==> src/rtl/boot_loader_pkg.sv <==
// package for the start-up boot image loader
// assumes one 20 MHz clock and byte-wide uart receive/transmit strobes
`default_nettype none
package boot_loader_pkg;
  localparam int unsigned CLK_HZ          = 20_000_000;
  localparam int unsigned STRAP_WIDTH     = 5;
  // strap bit positions
  localparam int unsigned STRAP_FLASH_POS = 0;
  localparam int unsigned STRAP_SRC_POS   = 1;
  localparam int unsigned STRAP_UART_POS  = 2;
  // sync ram window of the destination address
  localparam logic [31:0] RAM_LO          = 32'h0202_0000;
  localparam logic [31:0] RAM_HI          = 32'h0203_FFFF;
  // 128 kB expressed in 32-bit words
  localparam logic [31:0] MAX_WORDS       = 32'h0000_8000;
  localparam logic [31:0] IMG_LOC_ADDR    = 32'h0000_0000;
  localparam logic [2:0]  FIELD_LAST      = 3'h3;
  // error message bytes sent to the host
  localparam logic [7:0]  ERR_ADDR_BYTE   = 8'h41;
  localparam logic [7:0]  ERR_LEN_BYTE    = 8'h4C;
  localparam logic [7:0]  ERR_SUM_BYTE    = 8'h43;
  // led error codes
  localparam logic [2:0]  LED_OK          = 3'h0;
  localparam logic [2:0]  LED_NO_FLASH    = 3'h1;
  localparam logic [2:0]  LED_BAD_ADDR    = 3'h2;
  localparam logic [2:0]  LED_BAD_LEN     = 3'h3;
  localparam logic [2:0]  LED_BAD_SUM     = 3'h4;
  localparam logic [2:0]  LED_NO_UART     = 3'h5;

  typedef enum logic [3:0] {
    ST_SAMPLE   = 4'h0,
    ST_FL_LOC   = 4'h1,
    ST_FL_IMG   = 4'h2,
    ST_U_ADDR   = 4'h3,
    ST_U_LEN    = 4'h4,
    ST_U_DATA   = 4'h5,
    ST_U_SUM    = 4'h6,
    ST_LAUNCH   = 4'h7,
    ST_HALT     = 4'h8
  } boot_state_t;

  typedef struct packed {
    logic        valid;
    logic [31:0] addr;
    logic [31:0] data;
  } ram_write_t;
endpackage : boot_loader_pkg
`default_nettype wire
==> src/rtl/boot_image_loader.sv <==
// start-up boot image loader: strap sampling, flash or uart image boot
// assumes uart bytes arrive as one-cycle strobes; flash fetch by request
`default_nettype none
// Notes on behaviour
// - two of the five strap pins (source, uart) choose the boot mode
// - two sources: flash image or uart image
// - flash boot reads image location first
// - first four bytes: ram address, range-checked
// - next four bytes: word length
// - zero or oversized length: error, restart
// - last four bytes: checksum compared
// - good sum launches, bad sum restarts
// - flash pins input at sampling, output during flash boot until launch
// - failures shown as code on leds
// - low flash-presence pin means no flash
// - uart disabled blocks code update
module boot_image_loader
  import boot_loader_pkg::*;
(
  // clock and reset
  input  wire logic                   i_clk,
  input  wire logic                   i_arst_n,
  // strap and flash-pin sensing
  input  wire logic [STRAP_WIDTH-1:0] i_strap,
  input  wire logic [1:0]             i_flash_pin_in,
  output logic      [1:0]             o_flash_pin_out,
  output logic      [1:0]             o_flash_pin_oe_n,
  // flash word fetch
  output logic                        o_flash_req,
  output logic      [31:0]            o_flash_addr,
  input  wire logic                   i_flash_ack,
  input  wire logic [31:0]            i_flash_data,
  // uart byte stream, 8n1 framing done outside
  input  wire logic                   i_rx_valid,
  input  wire logic [7:0]             i_rx_byte,
  output logic                        o_tx_valid,
  output logic      [7:0]             o_tx_byte,
  // internal_sync_ram write port
  output ram_write_t                  o_ram_wr,
  // status
  output logic      [2:0]             o_boot_led,
  output logic                        o_launch,
  output logic      [31:0]            o_launch_addr,
  output logic                        o_code_update_en
);
  // ----------------------------------------------------------------
  // state
  // ----------------------------------------------------------------
  boot_state_t          state_q, state_d;
  logic [31:0]          shift_q, shift_d;
  logic [1:0]           bcnt_q, bcnt_d;
  logic [31:0]          dest_q, dest_d;
  logic [31:0]          words_q, words_d;
  logic [31:0]          wcnt_q, wcnt_d;
  logic [31:0]          sum_q, sum_d;
  logic [1:0]           pout_q, pout_d;
  logic [2:0]           led_q, led_d;
  logic                 tx_v_q, tx_v_d;
  logic [7:0]           tx_b_q, tx_b_d;
  ram_write_t           wr_q, wr_d;
  logic                 launch_q, launch_d;
  logic                 freq_q, freq_d;
  logic [31:0]          faddr_q, faddr_d;
  logic [1:0]           oe_n_q, oe_n_d;
  logic                 upd_q, upd_d;
  logic [31:0]          word_in;

  assign word_in = {shift_q[23:0], i_rx_byte};

  always_comb begin
    state_d  = state_q;
    shift_d  = shift_q;
    bcnt_d   = bcnt_q;
    dest_d   = dest_q;
    words_d  = words_q;
    wcnt_d   = wcnt_q;
    sum_d    = sum_q;
    // pins carry no data here; held low while driven
    pout_d   = 2'b00;
    led_d    = led_q;
    tx_v_d   = 1'b0;
    tx_b_d   = tx_b_q;
    wr_d     = wr_q;
    wr_d.valid = 1'b0;
    launch_d = launch_q;
    freq_d   = 1'b0;
    faddr_d  = faddr_q;
    oe_n_d   = oe_n_q;
    upd_d    = upd_q;
    if (i_rx_valid && state_q >= ST_U_ADDR && state_q <= ST_U_SUM) begin
      shift_d = word_in;
      bcnt_d  = bcnt_q + 2'h1;
    end
    case (state_q)
      // sample straps once, first cycle after reset
      ST_SAMPLE: begin
        bcnt_d  = 2'h0;
        // no uart means no code update
        upd_d   = i_strap[STRAP_UART_POS];
        if (i_strap[STRAP_SRC_POS]) begin
          if (!i_flash_pin_in[1]) begin
            led_d   = LED_NO_FLASH;
            state_d = ST_HALT;
          end else begin
            oe_n_d  = 2'b00;
            faddr_d = IMG_LOC_ADDR;
            freq_d  = 1'b1;
            state_d = ST_FL_LOC;
          end
        end else if (!i_strap[STRAP_UART_POS]) begin
          led_d   = LED_NO_UART;
          state_d = ST_HALT;
        end else begin
          state_d = ST_U_ADDR;
        end
      end
      ST_FL_LOC: begin
        freq_d = !i_flash_ack;
        if (i_flash_ack) begin
          dest_d  = RAM_LO;
          faddr_d = i_flash_data;
          wcnt_d  = 32'h0000_0000;
          freq_d  = 1'b1;
          state_d = ST_FL_IMG;
        end
      end
      // encrypted image copied as-is; decryption lies downstream
      ST_FL_IMG: begin
        freq_d = 1'b1;
        if (i_flash_ack) begin
          wr_d.valid = 1'b1;
          wr_d.addr  = dest_q + {wcnt_q[29:0], 2'b00};
          wr_d.data  = i_flash_data;
          wcnt_d     = wcnt_q + 32'h0000_0001;
          faddr_d    = faddr_q + 32'h0000_0004;
          if (wcnt_q == MAX_WORDS - 32'h0000_0001) begin
            freq_d  = 1'b0;
            state_d = ST_LAUNCH;
          end
        end
      end
      ST_U_ADDR: begin
        if (i_rx_valid && bcnt_q == FIELD_LAST[1:0]) begin
          dest_d = word_in;
          if (word_in < RAM_LO || word_in > RAM_HI) begin
            led_d   = LED_BAD_ADDR;
            tx_v_d  = 1'b1;
            tx_b_d  = ERR_ADDR_BYTE;
          end else begin
            state_d = ST_U_LEN;
          end
        end
      end
      ST_U_LEN: begin
        if (i_rx_valid && bcnt_q == FIELD_LAST[1:0]) begin
          words_d = word_in;
          wcnt_d  = 32'h0000_0000;
          sum_d   = 32'h0000_0000;
          if (word_in == 32'h0000_0000 || word_in > MAX_WORDS) begin
            led_d   = LED_BAD_LEN;
            tx_v_d  = 1'b1;
            tx_b_d  = ERR_LEN_BYTE;
            state_d = ST_U_ADDR;
          end else begin
            state_d = ST_U_DATA;
          end
        end
      end
      ST_U_DATA: begin
        if (i_rx_valid && bcnt_q == FIELD_LAST[1:0]) begin
          wr_d.valid = 1'b1;
          wr_d.addr  = dest_q + {wcnt_q[29:0], 2'b00};
          wr_d.data  = word_in;
          sum_d      = sum_q + word_in;
          wcnt_d     = wcnt_q + 32'h0000_0001;
          if (wcnt_q == words_q - 32'h0000_0001) begin
            state_d = ST_U_SUM;
          end
        end
      end
      ST_U_SUM: begin
        if (i_rx_valid && bcnt_q == FIELD_LAST[1:0]) begin
          // launch on match, restart on mismatch
          if (word_in == sum_q) begin
            led_d   = LED_OK;
            state_d = ST_LAUNCH;
          end else begin
            led_d   = LED_BAD_SUM;
            tx_v_d  = 1'b1;
            tx_b_d  = ERR_SUM_BYTE;
            state_d = ST_U_ADDR;
          end
        end
      end
      ST_LAUNCH: begin
        launch_d = 1'b1;
        oe_n_d   = 2'b11;
        state_d  = ST_HALT;
      end
      ST_HALT: begin
        state_d = ST_HALT;
      end
      default: begin
        state_d = ST_SAMPLE;
      end
    endcase
  end

  // reset release assumed after pll settles
  always_ff @(posedge i_clk or negedge i_arst_n) begin
    if (!i_arst_n) begin
      state_q  <= ST_SAMPLE;
      shift_q  <= 32'h0000_0000;
      bcnt_q   <= 2'h0;
      dest_q   <= 32'h0000_0000;
      words_q  <= 32'h0000_0000;
      wcnt_q   <= 32'h0000_0000;
      sum_q    <= 32'h0000_0000;
      pout_q   <= 2'b00;
      led_q    <= LED_OK;
      tx_v_q   <= 1'b0;
      tx_b_q   <= 8'h00;
      wr_q     <= '0;
      launch_q <= 1'b0;
      freq_q   <= 1'b0;
      faddr_q  <= 32'h0000_0000;
      oe_n_q   <= 2'b11;
      upd_q    <= 1'b0;
    end else begin
      state_q  <= state_d;
      shift_q  <= shift_d;
      bcnt_q   <= bcnt_d;
      dest_q   <= dest_d;
      words_q  <= words_d;
      wcnt_q   <= wcnt_d;
      sum_q    <= sum_d;
      pout_q   <= pout_d;
      led_q    <= led_d;
      tx_v_q   <= tx_v_d;
      tx_b_q   <= tx_b_d;
      wr_q     <= wr_d;
      launch_q <= launch_d;
      freq_q   <= freq_d;
      faddr_q  <= faddr_d;
      oe_n_q   <= oe_n_d;
      upd_q    <= upd_d;
    end
  end

  // ----------------------------------------------------------------
  // outputs
  // ----------------------------------------------------------------
  // failure code on leds
  assign o_boot_led       = led_q;
  assign o_flash_pin_out  = pout_q;
  assign o_flash_pin_oe_n = oe_n_q;
  assign o_flash_req      = freq_q;
  assign o_flash_addr     = faddr_q;
  assign o_tx_valid       = tx_v_q;
  assign o_tx_byte        = tx_b_q;
  assign o_ram_wr         = wr_q;
  assign o_launch         = launch_q;
  assign o_launch_addr    = dest_q;
  assign o_code_update_en = upd_q;
endmodule : boot_image_loader
`default_nettype wire

==> config.mk <==
export PLATFORM = sky130hd
export DESIGN_NAME = boot_image_loader
export DESIGN_NICKNAME = d
export VERILOG_FILES = /design/src/rtl/boot_loader_pkg.sv /design/src/rtl/boot_image_loader.sv
export SDC_FILE = /design/constraint.sdc
export NUM_CORES = 1
export LEC_CHECK = 0
export BUFFER_PORTS_ARGS = -buffer_cell sky130_fd_sc_hd__buf_2
export CORE_MARGIN = 1
export CORE_UTILIZATION = 59
export CTS_CLUSTER_SIZE = 30
export DETAILED_ROUTE_END_ITERATION = 10
export PLACE_DENSITY = 0.93
export SLEW_MARGIN = 20
export SYNTH_ARGS = -nofsm -noshare
export SYNTH_HDL_FRONTEND = slang
export SYNTH_SLANG_ARGS = --single-unit
==> constraint.sdc <==
create_clock -name i_clk -period 4.15 [get_ports i_clk]
set_input_delay 0.415 -clock i_clk [delete_from_list [all_inputs] [get_ports i_clk]]
set_output_delay 0.415 -clock i_clk [all_outputs]
set_load 0.01 [all_outputs]
==> run metrics <==
DP Worst Slack=462 ps; post-synth top area share=0.426; die height=165 um; largest net degree at the start of global routing=99; CTS clk-pin slew, worst paths=70 ps; WP data arrival=4250 ps; vias post-DR=14,900; Crit Path Class=reg -> reg; Fin. Hold Viols=0; antenna diode count=0; Post-synth EDFFs=0; post-layout power=11.4 mW; Slew Limit Headroom=0.301; CTS tree=done; Worst VDD drop=0.409 mV; Avg Synthesized Cell Area=8.96 um2; Final GP Congestion=0.967; first-pass GRT wire length=73.2 mm; Synth cell types=79; main area contributors after synthesis=dfrtp_1 43%, nand2_1 6.4%, o21ai_0 5.5%; Pwr per Cell Area=639 mW/mm2; detailed-route vias per instance=6.55; Ports=199; reg-to-reg slack, setup=370 ps; Top FF cell, synth=dfrtp_1; Cells after Synth=1,745; CTS H-tree depth=1; DRC=0; hold path cells=3; Die W=165 um; CP Launch Type=flop; IO Port Bufs=189; GRT Resource Usage Total=0.341; antenna violations before repair=0; Final ANT Viol Nets=0; final core occ=0.687; initial core utilization=0.601; leakage power=8.76 nW; Clk Latency, worst-skew pair=560 ps; r2r worst-path depth=12; hpwl dp=31.7 mm; drt first pass iters=6; Num CTS Buffers=28; fin nets=2,031; cell area after synthesis=0.0156 mm2; hold endpoint=o_ram_wr[13]$_DFFE_PN0P_; number of global-route vias before repair=14,400; Worst Max-Slew Pin Slew=1040 ps; Layout Cells excl Fill=2,268; 1st-iter DRT viols=1,789; Critical Path Fanout Max=7; Core Area=0.0260 mm2; Async SR Flop Fraction=1.00; Hold Crit Class=in -> reg; # rows=59; hold slack final=103 ps; final setup margin=368 ps; R2R Path End=o_ram_wr[62]$_DFFE_PN0P_; FMAX=264 MHz; CTS root buf=clkbuf_16; Clock Path Buffers=3; status=completed; area grow syn2layout=14.2%; final max-slew violation count=0; worst min-delay path startpoint=i_flash_data[13]; Final setup viols=0; share of layout cells above drive strength 1=0.181; sequential share of the synthesized area=0.428; Worst setup EP type=flop; Synth Warn #=0; DP Cell Count=2,218; FF+latch count, synth=267; Synth area leader=dfrtp_1; Setup Buffers After CTS=0; Worst Skew=22.8 ps; setup TNS=0 ps; average wire per standard cell=20.1 um; Final Critical Period=3780 ps; GRT overflow=0; WL final=45.6 mm; reg2reg start=wcnt_q[0]$_DFFE_PN0P_; Design Area, Final=0.0178 mm2; clock sink count=267; Die ar.=0.0271 mm2; WP data required=4620 ps; RSZ-0062 raised after global routing=no; max_cap viols=0; Placed Area=0.0169 mm2; Tcrit/Tclk final=0.911
## how the worst max path moves through the flow
stage                                from                        to  slack (ps)
floorplan           wcnt_q[0]$_DFFE_PN0P_  o_ram_wr[62]$_DFFE_PN0P_         960
global placement    wcnt_q[0]$_DFFE_PN0P_  o_ram_wr[62]$_DFFE_PN0P_         600
detailed placement  wcnt_q[0]$_DFFE_PN0P_  o_ram_wr[62]$_DFFE_PN0P_         460
CTS                 wcnt_q[0]$_DFFE_PN0P_  o_ram_wr[62]$_DFFE_PN0P_         430
global route        wcnt_q[0]$_DFFE_PN0P_  o_ram_wr[62]$_DFFE_PN0P_         250
finish              wcnt_q[0]$_DFFE_PN0P_  o_ram_wr[62]$_DFFE_PN0P_         370
## registers in the layout, summed over array words and instances, names as in the netlist, 2 cells and up
| register | cells |
|---|---|
| bcnt_q | 2 |
| o_boot_led | 3 |
| o_flash_addr | 32 |
| o_launch_addr | 32 |
| o_ram_wr | 65 |
| o_tx_byte | 4 |
| shift_q | 24 |
| state_q | 4 |
| sum_q | 32 |
| wcnt_q | 32 |
| words_q | 32 |
## worst max-delay path: stages (launching register included)
cell	delay [ps]
dfrtp_1	470
ha_1	270
fa_1	420
a21o_1	200
a21oi_1	290
o211a_1	230
o31ai_1	140
a31oi_1	290
o31ai_1	210
a21oi_1	310
a21oi_1	120
or4b_2	620
o2111ai_1	120
## final cells by class
class,instances,area (um2)
fill,1847,8140
inverter,38,143
timing repair buffer,221,1200
sequential,267,6680
multi-input combinational,1358,8480
tap,335,419
clock buffer,43,858
clock inverter,6,61.3
## layer usage
| metal | vias to the layer above | part of all wire | track usage |
|---|---|---|---|
| li1 | 6597 | - | - |
| met1 | 7117 | 0.39 | 0.437 |
| met2 | 948 | 0.47 | 0.561 |
| met3 | 198 | 0.10 | 0.0615 |
| met4 | 0 | 0.047 | 0.160 |
| met5 | - | 0 | 0 |
## Yosys cell counts, types with 5 or more instances
library cell	n
o31ai_1	22
mux2_2	56
buf_1	8
nor2b_1	6
o21ai_0	173
xor2_1	51
nand2_1	267
o21a_1	11
or3_1	13
nor2_1	147
nand4_1	17
buf_4	7
a211oi_1	6
dfrtp_1	266
clkbuf_1	69
xnor2_1	61
inv_1	38
a22o_1	5
nor3b_1	6
a2111oi_0	5
mux2i_1	6
a21o_1	31
o21bai_1	9
nor3_1	38
a31oi_1	21
and3_1	23
a21oi_1	92
and2_1	8
a32oi_1	9
or4_1	5
nand3_1	43
nor4_1	26
o211ai_1	5
a22oi_1	45
ha_1	64
nand2b_1	14
## layout by cell type (no fill, tap or decap), types with 36 or more instances in the layout
cell       n
a21oi_1   92
a22oi_1   44
buf_2    188
dfrtp_1  266
ha_1      64
inv_1     38
mux2_2    56
nand2_1  266
nand3_1   43
nor2_1   144
nor3_1    36
o21ai_0  173
xnor2_1   61
xor2_1    51
## report_power, final
| part | internal, mW | total, mW | switching [mW] |
|---|---|---|---|
| sequential | 3.38 | 4.38 | 1.00 |
| clock | 1.47 | 2.53 | 1.05 |
| combinational | 1.77 | 4.50 | 2.73 |
## what timing repair did
action                                 in CTS  in global routing
hold buffers                                1                  0
endpoints found under the hold margin      94                  0
gates resized for setup                     0                  0
## cells by family after synthesis
family / count (synthesis) / synth area share
buf+inv: 124 / 0.0324
compound gates: 469 / 0.187
simple gates: 643 / 0.191
flops: 267 / 0.428
other cells: 1 / 0.000240
fa+ha+maj: 66 / 0.0538
xor+xnor: 112 / 0.0628
mux: 63 / 0.0456
No activity file was read; power rests on OpenSTA's default activity.
